[src/logic/bus_strobe_pkg.sv]
package bus_strobe_pkg;

	// ----------------------------------------
	// Bus states and cycle kinds
	// ----------------------------------------
	typedef enum logic [2:0] {
		ST_IDLE,
		ST_T1,
		ST_T2,
		ST_T3,
		ST_TW,
		ST_T4
	} bus_state_type;

	typedef enum logic [1:0] {
		KIND_READ,
		KIND_WRITE,
		KIND_IRQ_ACK
	} cycle_kind_type;

	// ----------------------------------------
	// Carriers
	// ----------------------------------------
	typedef struct packed {
		logic valid;
		logic is_io;
		cycle_kind_type kind;
	} cycle_req_type;

	typedef struct packed {
		logic io_mem_sel;
		logic write_strobe_n;
		logic read_strobe_n;
		logic irq_ack_strobe_n;
		logic addr_latch;
		logic xcvr_direction;
		logic xcvr_enable_n;
	} strobe_set_type;

	// Idle values of the outputs, also the hold-released resting level
	localparam logic IDLE_HIGH = 1'h1;
	localparam logic IDLE_LOW = 1'h0;

endpackage : bus_strobe_pkg

[src/logic/half_phase_gen.sv]
`timescale 1ns/1ns
`default_nettype none

// ----------------------------------------
// Falling-edge retime of a level
// ----------------------------------------
// Delays a level by half a clock so strobes can start or end mid-state.
module half_phase_gen (
	input wire logic clk_i,
	input wire logic nrst_i,
	input wire logic level_i,
	output logic level_o
);

	logic next_level;

	// Pass-through on the falling edge
	always_comb begin
		next_level = level_i;
	end

	always_ff @(negedge clk_i or negedge nrst_i) begin
		if (!nrst_i) begin
			level_o <= 1'h0;
		end else begin
			level_o <= next_level;
		end
	end

endmodule : half_phase_gen

`default_nettype wire

[src/logic/tristate_rest_one.sv]
`timescale 1ns/1ns
`default_nettype none

// ----------------------------------------
// Released pin that rests at logic one
// ----------------------------------------
// Output enable is low while driving; while released the output is held
// at one so the bus keeper sees a defined high level.
module tristate_rest_one (
	input wire logic release_i,
	input wire logic value_i,
	output logic pin_o,
	output logic pin_oe_n_o
);

	// Drive or rest high
	always_comb begin
		pin_oe_n_o = release_i;
		pin_o = release_i ? bus_strobe_pkg::IDLE_HIGH : value_i;
	end

endmodule : tristate_rest_one

`default_nettype wire

[src/logic/min_mode_bus_control_strobes.sv]
// Notes on behaviour
// [RULE1] Strobe outputs act only when the mode pin is high, else rest idle; here the pin gates only taking a cycle and granting hold.
// [RULE2] The select output is high for I/O and low for memory.
// [RULE3] The select is valid from the T4 before a cycle to its final T4; here it changes only on the edge that starts T1.
// [RULE4] In hold, select, write, direction and enable float resting at one.
// [RULE5] The write strobe appears only in write cycles.
// [RULE6] The write strobe is low in T2, T3 and every wait state of a write.
// [RULE7] The interrupt strobe is low in T2, T3 and wait states of its cycle.
// [RULE8] The latch pulse is high-going and is never released.
// [RULE9] Direction is high to transmit and low to receive.
// [RULE10] Direction has the same timing as the select output.
// [RULE11] The transceiver enable is low during every bus cycle.
// [RULE12] For reads and acknowledges the enable spans mid T2 to mid T4.
// [RULE13] For writes the enable spans start of T2 to mid T4.
// [RULE14] The read strobe is low in T2, T3 and every wait state of a read.
// [RULE15] Ready from the far device ends wait states; absent, Tw repeats.
// [RULE16] Hold is granted mid T4 or T1 and the bus floats until released; here the grant rises on the clock edge that ends idle or T4.
// [RULE17] One latch pulse is issued in T1 of each bus cycle.
`timescale 1ns/1ns
`default_nettype none

module min_mode_bus_control_strobes (
	input wire logic clk_i,
	input wire logic nrst_i,
	input wire logic config_mode_pin_i,
	input wire bus_strobe_pkg::cycle_req_type req_i,
	input wire logic ready_i,
	input wire logic hold_req_i,
	output logic req_taken_o,
	output logic cycle_done_o,
	output logic hold_grant_o,
	output logic io_mem_sel_o,
	output logic io_mem_sel_oe_n_o,
	output logic write_strobe_n_o,
	output logic write_strobe_oe_n_o,
	output logic read_strobe_n_o,
	output logic irq_ack_strobe_n_o,
	output logic addr_latch_o,
	output logic xcvr_direction_o,
	output logic xcvr_direction_oe_n_o,
	output logic xcvr_enable_n_o,
	output logic xcvr_enable_oe_n_o,
	output logic max_status_bit2_o,
	output logic max_status_bit1_o
);

	// ----------------------------------------
	// Bus sequencer state
	// ----------------------------------------
	bus_strobe_pkg::bus_state_type state;
	bus_strobe_pkg::bus_state_type next_state;
	bus_strobe_pkg::cycle_req_type cur;
	bus_strobe_pkg::cycle_req_type next_cur;
	logic hold_grant;
	logic next_hold_grant;
	bus_strobe_pkg::strobe_set_type strobe;
	bus_strobe_pkg::strobe_set_type next_strobe;
	logic en_rise_level;
	logic en_fall_level;
	logic en_mid;
	logic en_mid_end;

	// Boundary state: idle or T4, where a new cycle may be prepared
	function automatic logic at_boundary(
		input bus_strobe_pkg::bus_state_type s
	);
		at_boundary = (s == bus_strobe_pkg::ST_IDLE) ||
			(s == bus_strobe_pkg::ST_T4);
	endfunction : at_boundary

	// Strobe window T2, T3, Tw
	function automatic logic in_data_phase(
		input bus_strobe_pkg::bus_state_type s
	);
		in_data_phase = (s == bus_strobe_pkg::ST_T2) ||
			(s == bus_strobe_pkg::ST_T3) ||
			(s == bus_strobe_pkg::ST_TW);
	endfunction : in_data_phase

	// Request taken only in a boundary state with no hold pending
	// [RULE1] minimum mode gate
	assign req_taken_o = config_mode_pin_i && req_i.valid &&
		at_boundary(state) && !hold_req_i && !hold_grant;
	assign cycle_done_o = (state == bus_strobe_pkg::ST_T4);

	// ----------------------------------------
	// Next state
	// ----------------------------------------
	always_comb begin
		next_state = state;
		next_cur = cur;
		next_hold_grant = hold_grant;
		case (state)
			bus_strobe_pkg::ST_IDLE,
			bus_strobe_pkg::ST_T4: begin
				// [RULE16] grant only between cycles
				if (hold_req_i && config_mode_pin_i) begin
					next_hold_grant = 1'h1;
					next_state = bus_strobe_pkg::ST_IDLE;
					next_cur.valid = 1'h0;
				end else if (!hold_req_i) begin
					next_hold_grant = 1'h0;
					if (req_taken_o) begin
						next_cur = req_i;
						next_state = bus_strobe_pkg::ST_T1;
					end else begin
						next_state = bus_strobe_pkg::ST_IDLE;
						next_cur.valid = 1'h0;
					end
				end
			end
			bus_strobe_pkg::ST_T1: begin
				next_state = bus_strobe_pkg::ST_T2;
			end
			bus_strobe_pkg::ST_T2: begin
				next_state = bus_strobe_pkg::ST_T3;
			end
			bus_strobe_pkg::ST_T3,
			bus_strobe_pkg::ST_TW: begin
				// [RULE15] wait states until ready
				next_state = ready_i ? bus_strobe_pkg::ST_T4 :
					bus_strobe_pkg::ST_TW;
			end
			default: begin
				next_state = bus_strobe_pkg::ST_IDLE;
			end
		endcase
	end

	always_ff @(posedge clk_i or negedge nrst_i) begin
		if (!nrst_i) begin
			state <= bus_strobe_pkg::ST_IDLE;
			cur <= '0;
			hold_grant <= 1'h0;
		end else begin
			state <= next_state;
			cur <= next_cur;
			hold_grant <= next_hold_grant;
		end
	end

	// ----------------------------------------
	// Registered strobe values
	// ----------------------------------------
	// Computed from the next state so each strobe changes on the edge that
	// enters its state, with no combinational glitch on the pins.
	always_comb begin
		next_strobe.io_mem_sel = strobe.io_mem_sel;
		next_strobe.xcvr_direction = strobe.xcvr_direction;
		next_strobe.write_strobe_n = bus_strobe_pkg::IDLE_HIGH;
		next_strobe.read_strobe_n = bus_strobe_pkg::IDLE_HIGH;
		next_strobe.irq_ack_strobe_n = bus_strobe_pkg::IDLE_HIGH;
		next_strobe.addr_latch = bus_strobe_pkg::IDLE_LOW;
		next_strobe.xcvr_enable_n = bus_strobe_pkg::IDLE_HIGH;
		// [RULE3] select and direction computed in the T4 or idle, loaded on the edge into T1
		if (req_taken_o) begin
			// [RULE2] high for I/O
			next_strobe.io_mem_sel = req_i.is_io;
			// [RULE9] transmit only on writes
			next_strobe.xcvr_direction =
				(req_i.kind == bus_strobe_pkg::KIND_WRITE);
		end
		// [RULE17] one latch pulse in T1
		if (next_state == bus_strobe_pkg::ST_T1) begin
			next_strobe.addr_latch = 1'h1;
		end
		if (in_data_phase(next_state) && next_cur.valid) begin
			case (next_cur.kind)
				bus_strobe_pkg::KIND_WRITE: begin
					// [RULE5] [RULE6] write strobe window
					next_strobe.write_strobe_n = 1'h0;
				end
				bus_strobe_pkg::KIND_IRQ_ACK: begin
					// [RULE7] acknowledge strobe window
					next_strobe.irq_ack_strobe_n = 1'h0;
				end
				default: begin
					// [RULE14] read strobe window
					next_strobe.read_strobe_n = 1'h0;
				end
			endcase
		end
		// [RULE13] write enable from start of T2
		if (in_data_phase(next_state) && next_cur.valid &&
			next_cur.kind == bus_strobe_pkg::KIND_WRITE) begin
			next_strobe.xcvr_enable_n = 1'h0;
		end
	end

	always_ff @(posedge clk_i or negedge nrst_i) begin
		if (!nrst_i) begin
			strobe <= '{
				io_mem_sel: bus_strobe_pkg::IDLE_LOW,
				write_strobe_n: bus_strobe_pkg::IDLE_HIGH,
				read_strobe_n: bus_strobe_pkg::IDLE_HIGH,
				irq_ack_strobe_n: bus_strobe_pkg::IDLE_HIGH,
				addr_latch: bus_strobe_pkg::IDLE_LOW,
				xcvr_direction: bus_strobe_pkg::IDLE_LOW,
				xcvr_enable_n: bus_strobe_pkg::IDLE_HIGH
			};
		end else begin
			strobe <= next_strobe;
		end
	end

	// ----------------------------------------
	// Mid-state enable edges
	// ----------------------------------------
	// Start level is T2..T4 of a read or acknowledge cycle; falling-edge copy begins mid T2.
	// End is a falling-edge copy of the data window T2, T3, Tw only, ending mid T4.
	assign en_rise_level = cur.valid && (in_data_phase(state) ||
		state == bus_strobe_pkg::ST_T4) &&
		cur.kind != bus_strobe_pkg::KIND_WRITE;
	assign en_fall_level = cur.valid && in_data_phase(state);

	half_phase_gen u_en_start (
		.clk_i(clk_i),
		.nrst_i(nrst_i),
		.level_i(en_rise_level),
		.level_o(en_mid)
	);

	half_phase_gen u_en_end (
		.clk_i(clk_i),
		.nrst_i(nrst_i),
		.level_i(en_fall_level),
		.level_o(en_mid_end)
	);

	// ----------------------------------------
	// Pins
	// ----------------------------------------
	logic xcvr_enable_n_comb;

	// [RULE11] [RULE12] read and acknowledge: mid T2 to mid T4
	always_comb begin
		xcvr_enable_n_comb = strobe.xcvr_enable_n;
		if (en_mid && en_mid_end && cur.kind != bus_strobe_pkg::KIND_WRITE) begin
			xcvr_enable_n_comb = 1'h0;
		end
		// [RULE13] write enable extends to mid T4
		if (state == bus_strobe_pkg::ST_T4 && en_mid_end && cur.valid &&
			cur.kind == bus_strobe_pkg::KIND_WRITE) begin
			xcvr_enable_n_comb = 1'h0;
		end
	end

	// [RULE4] released pins rest at one during hold
	tristate_rest_one u_pin_sel (
		.release_i(hold_grant),
		.value_i(strobe.io_mem_sel),
		.pin_o(io_mem_sel_o),
		.pin_oe_n_o(io_mem_sel_oe_n_o)
	);
	tristate_rest_one u_pin_wr (
		.release_i(hold_grant),
		.value_i(strobe.write_strobe_n),
		.pin_o(write_strobe_n_o),
		.pin_oe_n_o(write_strobe_oe_n_o)
	);
	// [RULE10] direction shares the select timing
	tristate_rest_one u_pin_dir (
		.release_i(hold_grant),
		.value_i(strobe.xcvr_direction),
		.pin_o(xcvr_direction_o),
		.pin_oe_n_o(xcvr_direction_oe_n_o)
	);
	tristate_rest_one u_pin_en (
		.release_i(hold_grant),
		.value_i(xcvr_enable_n_comb),
		.pin_o(xcvr_enable_n_o),
		.pin_oe_n_o(xcvr_enable_oe_n_o)
	);

	// [RULE8] latch output always driven
	assign addr_latch_o = strobe.addr_latch;
	assign read_strobe_n_o = strobe.read_strobe_n;
	assign irq_ack_strobe_n_o = strobe.irq_ack_strobe_n;
	assign hold_grant_o = hold_grant;
	// Status equivalents: bit2 inverse of select, bit1 equals direction
	assign max_status_bit2_o = ~strobe.io_mem_sel;
	assign max_status_bit1_o = strobe.xcvr_direction;

endmodule : min_mode_bus_control_strobes

`default_nettype wire

[config.mk]
export PLATFORM = sky130hd
export DESIGN_NAME = min_mode_bus_control_strobes
export DESIGN_NICKNAME = d
export VERILOG_FILES = /design/src/logic/bus_strobe_pkg.sv /design/src/logic/half_phase_gen.sv /design/src/logic/tristate_rest_one.sv /design/src/logic/min_mode_bus_control_strobes.sv
export SDC_FILE = /design/constraint.sdc
export NUM_CORES = 1
export LEC_CHECK = 0
export ABC_AREA = 1
export BUFFER_PORTS_ARGS = -buffer_cell sky130_fd_sc_hd__buf_2
export CORE_MARGIN = 1.5
export CORE_UTILIZATION = 43
export CTS_CLUSTER_SIZE = 40
export DETAILED_ROUTE_END_ITERATION = 10
export PLACE_DENSITY = 0.8
export SLEW_MARGIN = 40
export SYNTH_ARGS = -nofsm -noshare
export SYNTH_HDL_FRONTEND = slang
export SYNTH_SLANG_ARGS = --single-unit
[constraint.sdc]
create_clock -name clk_i -period 1.8 [get_ports clk_i]
set_input_delay 0.09 -clock clk_i [delete_from_list [all_inputs] [get_ports clk_i]]
set_output_delay 0.09 -clock clk_i [all_outputs]
set_load 0.02 [all_outputs]
Word level (Yosys, flattened, before mapping)
Cells that the tools add are included.
Widths: inputs -> output; s select.

word-level totals
  logic and storage cells = 86
  register bits = 17
  input port bits = 9
  output and inout bits = 16

operators by class
  reduce and logical (&&, ||, !) cells = 29
  bitwise logic cells = 3
  multiplexer cells = 25
  equal/unequal tests = 15

operators with widths
  kind                count
  $mux 1              17
  $logic_and 1x1->1   15
  $mux 3              5
  $eq 3x2->1 const B  4
  $pmux 3 s4          1
  $eq 3x3->1 const B  3
  $mux 4              2
  $eq 2x1->1 const B  3
  $eq 3x1->1 const B  2
  $logic_or 1x1->1    6
  $reduce_or 2->1     3
  $ne 2x1->1 const B  2
  $reduce_and 4->1    1
  $logic_not 3->1     1
  $not 1->1           3
  $eq 2x2->1 const B  1
  $logic_not 1->1     2
  $reduce_and 2->1    1

Longest topological paths before layout
Gate-level depths: netlist of the first run.

  depth after elaboration = 15
  mapped depth = 10
  mapped depth without buffers = 10

Hierarchy
A second synthesis of the first run with hierarchy kept.

second synthesis, totals
  cells, all modules = 102
  area total of the unflattened synthesis = 815.8 µm²

by module, submodules not included
  module                        area each (µm²)  instances  cells an instance  sequential area each (µm²)
  min_mode_bus_control_strobes  690.7            1          84                 329.1
  tristate_rest_one             18.8             4          4                  0.0
  half_phase_gen                25.0             2          1                  25.0

==> summary.md, run 1 <==
| Metric | Value |
|---|---|
| Clock Sinks | 15 |
| Ranking of synthesized cells by area | sky130_fd_sc_hd__dfrtp_1, sky130_fd_sc_hd__dfstp_2, sky130_fd_sc_hd__nand2_1 |
| Buffer depth of the longest clock path | 2 |
| Synthesized instance count | 95 |
| Highest fanout seen on the critical path | 1 |
| Worst slew pin tran | 0.333 ns |
| Arrival time of the worst setup path | roughly 2.0 ns |
| Delay of the slowest cell on the worst path | 0.33 ns |
| Library cell used as clock root buffer | sky130_fd_sc_hd__clkbuf_4 |
| Number of antenna violations at the first check in global routing | 0 |
| Startpoint class of the critical path | flop |
| IO Pins | 25 |
| Pwr Density | around 1600 nW/um2 |
| Number of nets in the finished design | 137 |
| Synthesized-area fraction occupied by ao, oa, aoi and oai cells | 0.0992 |
| Violation count after the first detailed-route iteration | 13 |
| Placer Congestion | 0.852 |
| Core occupancy in the finished layout | 0.601 |
| Clock-pin slew on the worst setup and hold paths | 0.09 ns |
| Setup-violating endpoint count in the final report | 2 |
| Combinational family with the most area after synthesis | simple AND/OR/NAND/NOR gates |
| Outcome | finished with violations |
| Top library cells by usage in the layout, fill and taps aside | sky130_fd_sc_hd__buf_2, sky130_fd_sc_hd__nand2_1, sky130_fd_sc_hd__inv_1 |
| FF+latch count, synth | 15 |
| Post-layout power | 1.65 mW |
| Final hold violations | 0 |
| Leakage power of the design | 0.540 nW |
| Family with the most delay on the worst path | flip-flops |
| Setup repair after global routing missed its margin | yes |
| Via count of the first global-routing pass | slightly below 600 |
| Violations in the final reports | negative setup slack |
| Die boundary height | 45.6 um |
| Layout Cells excl Fill | 150 |
| Required @ worst endpoint | between 1.5 and 2 ns |
| Non-Filler Cell Area, Final | 1030 um2 |
| Most frequent standard cell in the layout excluding fill and tap cells | sky130_fd_sc_hd__buf_2 |
| TritonCTS clock tree | yes |
| Drt total wl | 1670 um |
| Largest vdd supply drop | between 0.0008 and 0.0009 V |
| Footprint of the flip-flops and latches | around 380 um2 |
| Critical Path, Cell by Cell | o21a_1 -> a31oi_2 -> buf_4 |
| Sequential cell area fraction in the yosys report | 0.485 |
| Distinct cell type count after synthesis | 23 |
| Min-delay worst type | in2reg |
| Nature of the critical path endpoint | output pin |
| Syn-to-layout area delta | 31.4% |
| Clock Latency Late Sink | 0.29 ns |
| Number of pins with negative max-slew slack in the final report | 0 |
| Sum of buffers and inverters on the critical path | 1 |
| Max-cap check violation count | 0 |
| Crit path max-delay cell type | sky130_fd_sc_hd__dfrtn_1 |
| Yosys top cell area share | 0.320 |
| Post-synthesis adder-cell area fraction | 0.0320 |
| First-pass GRT wire length | 2550 um |
| Fin Clk Skew | a little over 0.009 ns |
| Die Width | 45.6 um |
| Fraction of synthesized area in multiplexers | 0 |
| Cells after DPL | 143 |
| Worst-case hold slack | 0.00420 ns |
| Cell area after synthesis | 782 um2 |
| Simple-Gate Fraction of Synth Area | 0.246 |
| Number of H-tree levels | 1 |
| Cell accounting for the most synthesized area | sky130_fd_sc_hd__dfrtp_1 |
| Crit Path Class | reg2out |
| Filler Cell Count | 160 |
| Multi-input gate area in the final layout | approximately 340 um2 |
| Via/cell ratio | 4.69 |
| Number of warnings printed during yosys synthesis | 0 |
| Core ar. | about 1700 um2 |
| Remaining routing DRC violations | 0 |
| Worst slack, placed | -0.111 ns |
| Pin count of the biggest net entering global routing | 16 |
| Die Outline Area | roughly 2100 um2 |
| Fraction of final layout cells with drive strength greater than 1 | 0.448 |
| CTS Buf Count | 3 |
| Synthesized Nets | around 110 |
| Count of antenna diodes in the layout | 0 |
| Routed wire per std cell | 11.1 um |
| Worst max-slew margin expressed relative to the limit | 0.778 |
| Aggregate global-route resource usage | 0.176 |
| Average footprint of a synthesized cell | between 8 and 9 um2 |
| Xor and xnor fraction of the mapped netlist area | 0 |
| Iteration count of the initial detailed-routing pass | 4 |
| Num rows | 15 |
| Port Buffers | 24 |
| Placement Cell Area | a little over 900 um2 |
| Total gr overflow | 0 |
| Total via count after detailed routing | approximately 700 |
| Residual antenna-violating net count after detailed routing | 0 |
| DPL Wire Length | 1280 um |
| Fin Setup TNS | -0.313 ns |
| Initial Utilization | 0.458 |
| Slack of the critical path | -0.255 ns |
[flip-flops by register name, summed over array words and instances (netlist names)]
name	flops
read_strobe_n_o	1
cur	3
u_en_end.level_o	1
max_status_bit1_o	1
strobe	2
state	3
u_en_start.level_o	1
addr_latch_o	1
hold_grant_o	1
irq_ack_strobe_n_o	1
[cell type report]
class,instances,share of cell area
Clock buffer,4,0.0256
Inverter,20,0.0755
Multi-Input combinational cell,56,0.328
Sequential cell,15,0.373
Tap cell,25,0.0305
Timing Repair Buffer,30,0.168
[routing by layer]
layer	routed length (um)	global-route usage	up-vias
met3	92	0.0635	2
met5	0	0	-
met1	735	0.222	322
met4	19	0.0647	0
li1	-	-	354
met2	824	0.273	25
[cells by family (layout without fill, tap and decap cells)]
family	Yosys count	in the layout
AOI/OAI and AO/OA	13	13
and+or+nand+nor	41	41
adders and majority gates	2	2
buffers and inverters	24	54
DFF	15	15
[synth_stat cells]
master and n:
sky130_fd_sc_hd__nand3_2 1, sky130_fd_sc_hd__dfstp_2 3, sky130_fd_sc_hd__nor2_2 1, sky130_fd_sc_hd__o21ai_1 1, sky130_fd_sc_hd__buf_4 4, sky130_fd_sc_hd__inv_2 1, sky130_fd_sc_hd__a21oi_2 1, sky130_fd_sc_hd__ha_1 2
sky130_fd_sc_hd__dfrtp_1 10, sky130_fd_sc_hd__a21oi_1 4, sky130_fd_sc_hd__o21ai_0 3, sky130_fd_sc_hd__nor2_1 8, sky130_fd_sc_hd__nand2_2 3, sky130_fd_sc_hd__dfrtn_1 2, sky130_fd_sc_hd__nand3_1 7, sky130_fd_sc_hd__nand2_1 20
sky130_fd_sc_hd__a31oi_1 1, sky130_fd_sc_hd__o21ai_2 1, sky130_fd_sc_hd__nand3_4 1, sky130_fd_sc_hd__inv_1 18, sky130_fd_sc_hd__inv_4 1, sky130_fd_sc_hd__o21a_1 1, sky130_fd_sc_hd__o22ai_1 1
[path summary, 6_finish.rpt]
kind | start | to | slack, ns | cells past startpoint
max | u_en_start.level_o$_DFF_NN0_ | xcvr_enable_n_o | -0.26 | 3
min | req_i[2] | strobe[6]$_DFFE_PN0N_ | 0.004 | 3
max reg2reg | state[1]$_DFF_PN0_ | u_en_start.level_o$_DFF_NN0_ | -0.06 | 5
min reg2reg | strobe[6]$_DFFE_PN0N_ | strobe[6]$_DFFE_PN0N_ | 0.56 | 2
max in group asynchronous | nrst_i | u_en_end.level_o$_DFF_NN0_ | 0.51 | 2
min in group asynchronous | nrst_i | strobe[6]$_DFFE_PN0N_ | 0.23 | 2
[worst min-delay path: cells and delay by family]
family	cells	cell delay, ns
buffers and inverters	1	0.07
AO/OA/AOI/OAI	1	0.05
AND/OR/NAND/NOR	1	0.04
[power by group]
part / internal, mW / switching [mW]
Clock: 0.0861 / 0.105
Sequential: 0.452 / 0.0930
Combinational: 0.309 / 0.604
Total: 0.848 / 0.801
[what timing repair did]
item,CTS,global route
pin swaps,1,0
endpoints found under the hold margin,14,0
buffers inserted,1,0
setup endpoints to repair,2,3
hold buffers,2,0
resized for setup,10,4
gates cloned,0,0
(Power assumes the default switching activity.)
==> inputs of run 2 (changes only) <==
- CORE_UTILIZATION: 43 -> 48
- PLACE_DENSITY: 0.8 -> 0.87
==> run 2 against run 1 <==
  * The flow still finishes with violations (negative setup slack)
  * Worst setup slack worse by 0.011 ns
  * Flip-flop and latch count did not move
  * Critical path depth is the same
  * Sequential share of layout area is 0.38 points lower
  * Die area fell by 9.8%
  * Clock power rose by 3%
  * Highest routed layer unchanged
==> summary.md, run 2 (synthesis results as in run 1) <==
| Metric | Value |
|---|---|
| First-pass GRT wire length | 2650 um (was 2550 um) |
| Final hold violations | 0 (unchanged) |
| Number of pins with negative max-slew slack in the final report | 0 (unchanged) |
| Drt total wl | 1770 um (was 1670 um) |
| Pwr Density | 1640 nW/um2 (was 1610 nW/um2) |
| Delay of the slowest cell on the worst path | 0.33 ns (about the same) |
| Total via count after detailed routing | 723 (was 703) |
| Crit Path Class | reg2out (unchanged) |
| Clock Sinks | 15 (unchanged) |
| Syn-to-layout area delta | 31.8% (was 31.4%) |
| Most heavily used metal layer in global routing | met2 (unchanged) |
| Die boundary height | 43.4 um (was 45.6 um) |
| Outcome | finished with violations (unchanged) |
| Fraction of final layout cells with drive strength greater than 1 | 0.454 (was 0.448) |
| Registers with the most flip-flops | cur: 3 flops, state: 3 flops, strobe: 2 flops (unchanged) |
| Startpoint class of the critical path | flop (unchanged) |
| Setup repair after global routing missed its margin | yes (unchanged) |
| Die Width | 43.4 um (was 45.6 um) |
| Via/cell ratio | 4.95 (was 4.69) |
| Worst max-slew margin expressed relative to the limit | 0.770 (was 0.778) |
| GR Util met2 | 0.334 (was 0.273) |
| Routed wire per std cell | 12.1 um (was 11.1 um) |
| Met1 capacity usage during global routing | 0.220 (was 0.222) |
| Setup-violating endpoint count in the final report | 2 (unchanged) |
| Slack of the critical path | -0.267 ns (was -0.255 ns) |
| Via count of the first global-routing pass | 644 (was 586) |
| Count of antenna diodes in the layout | 0 (unchanged) |
| Residual antenna-violating net count after detailed routing | 0 (unchanged) |
| Min-delay worst type | in2reg (unchanged) |
| Source of the critical timing path | u_en_start.level_o$_DFF_NN0_ (unchanged) |
| Core ar. | 1520 um2 (was 1710 um2) |
| Number of nets in the finished design | 142 (was 137) |
| Initial Utilization | 0.513 (was 0.458) |
| CTS Buf Count | 3 (unchanged) |
| Highest fanout seen on the critical path | 1 (unchanged) |
| Nature of the critical path endpoint | output pin (unchanged) |
| Aggregate global-route resource usage | 0.192 (was 0.176) |
| Violation count after the first detailed-route iteration | 17 (was 13) |
| Filler Cell Count | 120 (was 160) |
| Total gr overflow | 0 (unchanged) |
| Iteration count of the initial detailed-routing pass | 6 (was 4) |
| Buffer depth of the longest clock path | 2 (unchanged) |
| Top library cells by usage in the layout, fill and taps aside | sky130_fd_sc_hd__buf_2, sky130_fd_sc_hd__nand2_1, sky130_fd_sc_hd__inv_1 (unchanged) |
| Crit path max-delay cell type | sky130_fd_sc_hd__dfrtn_1 (unchanged) |
| Post-layout power | 1.69 mW (was 1.65 mW) |
| Placer Congestion | 0.738 (was 0.852) |
| Most frequent standard cell in the layout excluding fill and tap cells | sky130_fd_sc_hd__buf_2 (unchanged) |
| Launch instance of the worst register-to-register path | state[1]$_DFF_PN0_ (unchanged) |
| Clock-pin slew on the worst setup and hold paths | 0.09 ns (about the same) |
| DPL Wire Length | 1190 um (was 1280 um) |
| Critical Path, Cell by Cell | o21a_1 -> a31oi_2 -> buf_4 (unchanged) |
| Arrival time of the worst setup path | 1.98 ns (was 1.97 ns) |
| Worst slew pin tran | 0.346 ns (was 0.333 ns) |
| Leakage power of the design | 0.563 nW (was 0.540 nW) |
| Remaining routing DRC violations | 0 (unchanged) |
| Die Outline Area | 1880 um2 (was 2080 um2) |
| Library cell used as clock root buffer | sky130_fd_sc_hd__clkbuf_4 (unchanged) |
| Fin Clk Skew | 0.00278 ns (was 0.00921 ns) |
| Largest vdd supply drop | 0.000840 V (was 0.000802 V) |
| Pin count of the biggest net entering global routing | 16 (unchanged) |
| Num rows | 14 (was 15) |
| Port Buffers | 24 (unchanged) |
| Worst slack, placed | -0.0802 ns (was -0.111 ns) |
| Worst hold path startpoint | req_i[2] (unchanged) |
| Max-cap check violation count | 0 (unchanged) |
| TritonCTS clock tree | yes (unchanged) |
| M3 GR Usage | 0.0375 (was 0.0635) |
| Number of antenna violations at the first check in global routing | 0 (unchanged) |
| Number of H-tree levels | 1 (unchanged) |
| IO Pins | 25 (unchanged) |
| Clock Latency Late Sink | 0.29 ns (about the same) |
| Violations in the final reports | negative setup slack (unchanged) |
| Required @ worst endpoint | 1.71 ns (about the same) |
-- run 2: path summary, 6_finish.rpt --
kind,cells after the start,slack (ns),endpoint
setup / recovery,3,-0.27,xcvr_enable_n_o
hold / removal,3,0.02,strobe[6]$_DFFE_PN0N_
setup reg to reg,5,-0.08,u_en_start.level_o$_DFF_NN0_
hold reg to reg,2,0.56,strobe[6]$_DFFE_PN0N_
max in group asynchronous,2,0.49,u_en_start.level_o$_DFF_NN0_
min in group asynchronous,2,0.24,hold_grant_o$_DFFE_PN0P_
-- run 2: where the power goes --
| group | switching, mW | internal (mW) |
|---|---|---|
| Sequential | 0.0817 | 0.448 |
| Clock | 0.111 | 0.0863 |
| Combinational | 0.606 | 0.354 |
-- run 2: worst max-delay path, delay by kind of cell, from the launching register on --
family                 cells  cell delay [ns]
AOI/OAI and AO/OA          2             0.30
buffers and inverters      1             0.16
DFF                        1             0.33
-- run 2: area by class of cell --
type / instances / area [um2] / share of cell area
Sequential cell: 15 / 380 / 0.369
Inverter: 20 / 77.6 / 0.0752
Timing Repair Buffer: 35 / 210 / 0.204
Clock buffer: 4 / 26.3 / 0.0255
Tap cell: 16 / 20.0 / 0.0194
Multi-Input combinational cell: 56 / 317 / 0.307
-- run 2: what timing repair did --
action,4_1_cts,5_1_grt
setup buffers,2,2
hold buffers,2,0
setup endpoints to repair,2,3
gates cloned,0,0
resized for setup,4,5
pin swaps,2,3
endpoints found under the hold margin,14,0
-- run 2: metal layers --
metal / wire (um) / up-vias
met5: 0 / -
met4: 37 / 0
met3: 93 / 5
met2: 895 / 25
met1: 743 / 334
li1: - / 359
-- run 2: per-stage QoR --
| stage | instances | setup TNS (ns) | cell area, um2 | util | hold slack, ns |
|---|---|---|---|---|---|
| after floorplan | 95 | -0.0245 | 788 | - | -0.206 |
| after detailed placement | 136 | -0.0802 | 936 | 0.614 | 0.0115 |
| after global routing | 146 | -0.488 | 1030 | 0.677 | 0.00119 |
| after CTS | 144 | -0.319 | 1010 | 0.661 | 0.00902 |
| final | 146 | -0.347 | 1030 | 0.677 | 0.0162 |
| after global placement | 136 | -0.0108 | 936 | 0.614 | 0.00183 |
==> inputs of run 3 (changes only) <==
- ABC_AREA: 1 -> not set
- CORE_UTILIZATION: 48 -> 52
- CTS_BUF_LIST: not set -> sky130_fd_sc_hd__clkbuf_4
- PLACE_DENSITY: 0.87 -> 0.91
==> run 3 against run 2 <==
  * The flow still finishes with violations (negative setup slack)
  * Critical path depth grew 1
  * Count of clock-buffer cells in the layout is the same
  * Global-route usage increased by 4.5 points
  * Register-to-register slack lost 0.02 ns
  * Cell count fell by 8.2%
  * Final area is 11% higher
  * Routed wire length is 18% higher
  * Hold slack improved by 0.020 ns
  * Sequential share of layout area fell by 3.6 points
  * Synthesized area grew 11%
  * Via count grew 5.4%
  * Worst setup slack got worse by 0.16 ns
==> summary.md, run 3 <==
| Metric | Value |
|---|---|
| Yosys top cell area share | 0.289 (was 0.320) |
| Launch instance of the worst register-to-register path | state[2]$_DFF_PN0_ (was state[1]$_DFF_PN0_) |
| Routed wire per std cell | 15.6 um (was 12.1 um) |
| Synthesized instance count | 78 (was 95) |
| Cell accounting for the most synthesized area | sky130_fd_sc_hd__dfrtp_1 (unchanged) |
| Required @ worst endpoint | 1.71 ns (about the same) |
| End of the worst register-to-register path | u_en_end.level_o$_DFF_NN0_ (was u_en_start.level_o$_DFF_NN0_) |
| Iteration count of the initial detailed-routing pass | 4 (was 6) |
| Die boundary height | 43.8 um (was 43.4 um) |
| Syn-to-layout area delta | 31.8% (about the same) |
| DPL Wire Length | 1450 um (was 1190 um) |
| Startpoint class of the critical path | flop (unchanged) |
| Worst-case register-to-register setup slack | -0.10 ns (was -0.08 ns) |
| Placement Cell Area | 1050 um2 (was 936 um2) |
| Non-Filler Cell Area, Final | 1140 um2 (was 1030 um2) |
| Critical Path, Cell by Cell | nand2_1 -> nor4_2 -> o21bai_1 -> buf_2 (was o21a_1 -> a31oi_2 -> buf_4) |
| Number of warnings printed during yosys synthesis | 0 (unchanged) |
| Number of pins with negative max-slew slack in the final report | 0 (unchanged) |
| Worst slew pin tran | 0.311 ns (was 0.346 ns) |
| Max-cap check violation count | 0 (unchanged) |
| Die Outline Area | 1920 um2 (was 1880 um2) |
| Cells after DPL | 125 (was 136) |
| Critical Path Sink | xcvr_enable_n_o (unchanged) |
| Arrival time of the worst setup path | 2.13 ns (was 1.98 ns) |
| Synth async-reset ratio | 1.00 (unchanged) |
| Drt total wl | 2080 um (was 1770 um) |
| FF+latch count, synth | 15 (unchanged) |
| Setup-violating endpoint count in the final report | 3 (was 2) |
| Worst-case hold slack | 0.0359 ns (was 0.0162 ns) |
| Core ar. | 1520 um2 (unchanged) |
| Count of antenna diodes in the layout | 0 (unchanged) |
| Commonest cells post-synth | sky130_fd_sc_hd__dfrtp_1, sky130_fd_sc_hd__o21ai_0, sky130_fd_sc_hd__nand2_1 (was sky130_fd_sc_hd__nand2_1, sky130_fd_sc_hd__inv_1, sky130_fd_sc_hd__dfrtp_1) |
| Placer Congestion | 0.856 (was 0.738) |
| Ranking of synthesized cells by area | sky130_fd_sc_hd__dfrtp_1, sky130_fd_sc_hd__dfstp_2, sky130_fd_sc_hd__mux2_4 (was sky130_fd_sc_hd__dfrtp_1, sky130_fd_sc_hd__dfstp_2, sky130_fd_sc_hd__nand2_1) |
| Number of H-tree levels | 1 (unchanged) |
| Main flop type after synthesis | sky130_fd_sc_hd__dfrtp_1 (unchanged) |
| Crit path max-delay cell type | sky130_fd_sc_hd__dfrtn_1 (unchanged) |
| CTS Buf Count | 3 (unchanged) |
| Min-delay worst type | in2reg (unchanged) |
| Worst hold path startpoint | req_i[2] (unchanged) |
| Clock Latency Late Sink | 0.28 ns (was 0.29 ns) |
| Setup repair after global routing missed its margin | yes (unchanged) |
| TritonCTS clock tree | yes (unchanged) |
| Registers with the most flip-flops | cur: 3 flops, state: 3 flops, strobe: 2 flops (unchanged) |
| Fraction of final layout cells with drive strength greater than 1 | 0.559 (was 0.454) |
| Violation count after the first detailed-route iteration | 14 (was 17) |
| Path depth of the worst reg2reg path | 3 (was 5) |
| Aggregate global-route resource usage | 0.237 (was 0.192) |
| Nature of the critical path endpoint | output pin (unchanged) |
| Sum of buffers and inverters on the critical path | 1 (unchanged) |
| Delay of the slowest cell on the worst path | 0.44 ns (was 0.33 ns) |
| IO Pins | 25 (unchanged) |
| Via count of the first global-routing pass | 743 (was 644) |
| Family with the most delay on the worst path | flip-flops (unchanged) |
| Source of the critical timing path | u_en_end.level_o$_DFF_NN0_ (was u_en_start.level_o$_DFF_NN0_) |
| Leakage power of the design | 0.571 nW (was 0.563 nW) |
| First-pass GRT wire length | 3260 um (was 2650 um) |
| Port Buffers | 24 (unchanged) |
| Distinct cell type count after synthesis | 34 (was 23) |
| Buffer depth of the longest clock path | 2 (unchanged) |
| Worst max-slew margin expressed relative to the limit | 0.792 (was 0.770) |
| Via/cell ratio | 5.69 (was 4.95) |
| Initial Utilization | 0.568 (was 0.513) |
| Pin count of the biggest net entering global routing | 14 (was 16) |
| Final hold violations | 0 (unchanged) |
| Slack of the critical path | -0.423 ns (was -0.267 ns) |
| Top library cells by usage in the layout, fill and taps aside | sky130_fd_sc_hd__buf_2, sky130_fd_sc_hd__buf_4, sky130_fd_sc_hd__dfrtp_1 (was sky130_fd_sc_hd__buf_2, sky130_fd_sc_hd__nand2_1, sky130_fd_sc_hd__inv_1) |
| Worst slack, placed | -0.149 ns (was -0.0802 ns) |
| Largest vdd supply drop | 0.000841 V (was 0.000840 V) |
| Most frequent standard cell in the layout excluding fill and tap cells | sky130_fd_sc_hd__buf_2 (unchanged) |
| Count leader, synth | sky130_fd_sc_hd__dfrtp_1 (was sky130_fd_sc_hd__nand2_1) |
| Num rows | 14 (unchanged) |
| Library cell used as clock root buffer | sky130_fd_sc_hd__clkbuf_4 (unchanged) |
| Die Width | 43.8 um (was 43.4 um) |
| Fin Setup TNS | -0.591 ns (was -0.347 ns) |
| Total via count after detailed routing | 762 (was 723) |
| Violations in the final reports | negative setup slack (unchanged) |
| Outcome | finished with violations (unchanged) |
| Fin Clk Skew | 0.00412 ns (was 0.00278 ns) |
| Clock Sinks | 15 (unchanged) |
| Remaining routing DRC violations | 0 (unchanged) |
| Pwr Density | 1680 nW/um2 (was 1640 nW/um2) |
| Sequential cell area fraction in the yosys report | 0.438 (was 0.485) |
| Count of cell instances traversed by the critical path | 4 (was 3) |
| Average footprint of a synthesized cell | 11.1 um2 (was 8.23 um2) |
| Number of nets in the finished design | 130 (was 142) |
| Highest fanout seen on the critical path | 2 (was 1) |
| Number of enable-type register cells in the synthesized netlist | 0 (unchanged) |
| Residual antenna-violating net count after detailed routing | 0 (unchanged) |
| Total gr overflow | 0 (unchanged) |
| Number of antenna violations at the first check in global routing | 0 (unchanged) |
| Cell area after synthesis | 866 um2 (was 782 um2) |
| Crit Path Class | reg2out (unchanged) |
| Layout Cells excl Fill | 134 (was 146) |
| Synthesized Nets | 89 (was 106) |
| Clock-pin slew on the worst setup and hold paths | 0.08 ns (was 0.09 ns) |
run 3: through the flow:
step / power [mW] / util
final: 1.92 / 0.749
after global routing: 2.04 / 0.749
after CTS: 1.87 / 0.741
after detailed placement: 1.61 / 0.691
after global placement: 1.57 / 0.691
after floorplan: 1.31 / -
run 3: how the worst min path moves through the flow:
stage,end,slack [ns],depth (start not counted)
2_1_floorplan,addr_latch_o$_DFF_PN0_,-0.21,0
3_3_place_gp,state[0]$_DFF_PN0_,0.09,2
3_5_place_dp,state[0]$_DFF_PN0_,0.10,2
4_1_cts,strobe[6]$_DFFE_PN0N_,0.03,2
5_1_grt,strobe[6]$_DFFE_PN0N_,0.01,2
6_report,strobe[6]$_DFFE_PN0N_,0.04,2
run 3: per-layer routing:
layer  wire length, um  GRT usage  vias to the layer above  share of wire
li1                  -          -                      352              -
met1               798      0.257                      355           0.38
met2              1070      0.424                       45           0.51
met3               140     0.0333                       10          0.067
met4                72      0.152                        0          0.035
met5                 0          0                        -              0
run 3: report_power, final:
part	total [mW]	switching [mW]	leakage [nW]	internal, mW
registers	0.559	0.0982	0.186	0.461
logic	1.15	0.608	0.367	0.546
clock network	0.204	0.103	0.0184	0.101
run 3: cells by family after synthesis:
family | Yosys count | synth area share
flops | 15 | 0.438
compound gates | 17 | 0.137
buf+inv | 9 | 0.0723
simple gates | 28 | 0.221
mux | 6 | 0.0925
fa+ha+maj | 2 | 0.0289
xor+xnor | 1 | 0.0101
run 3: layout make-up:
cell class / count / area [um2]
fillers: 88 / 383
flip-flops and latches: 15 / 380
multi-input cells: 54 / 442
clock buffers: 4 / 30.0
well taps: 16 / 20.0
inverters: 3 / 11.3
repair buffers: 42 / 258
run 3: what timing repair did:
action                                 4_1_cts  5_1_grt
setup buffers                                4        0
hold buffers                                 1        0
pin swaps                                    1        0
endpoints found under the hold margin       10        0
resized for setup                            1        3
cloned                                       0        0
setup endpoints to repair                    4        4
run 3: worst register-to-register path: stages (launching register included):
cell and delay (ns):
sky130_fd_sc_hd__dfrtp_1 0.43, sky130_fd_sc_hd__or2b_4 0.25, sky130_fd_sc_hd__o21ai_2 0.05, sky130_fd_sc_hd__and2_1 0.13
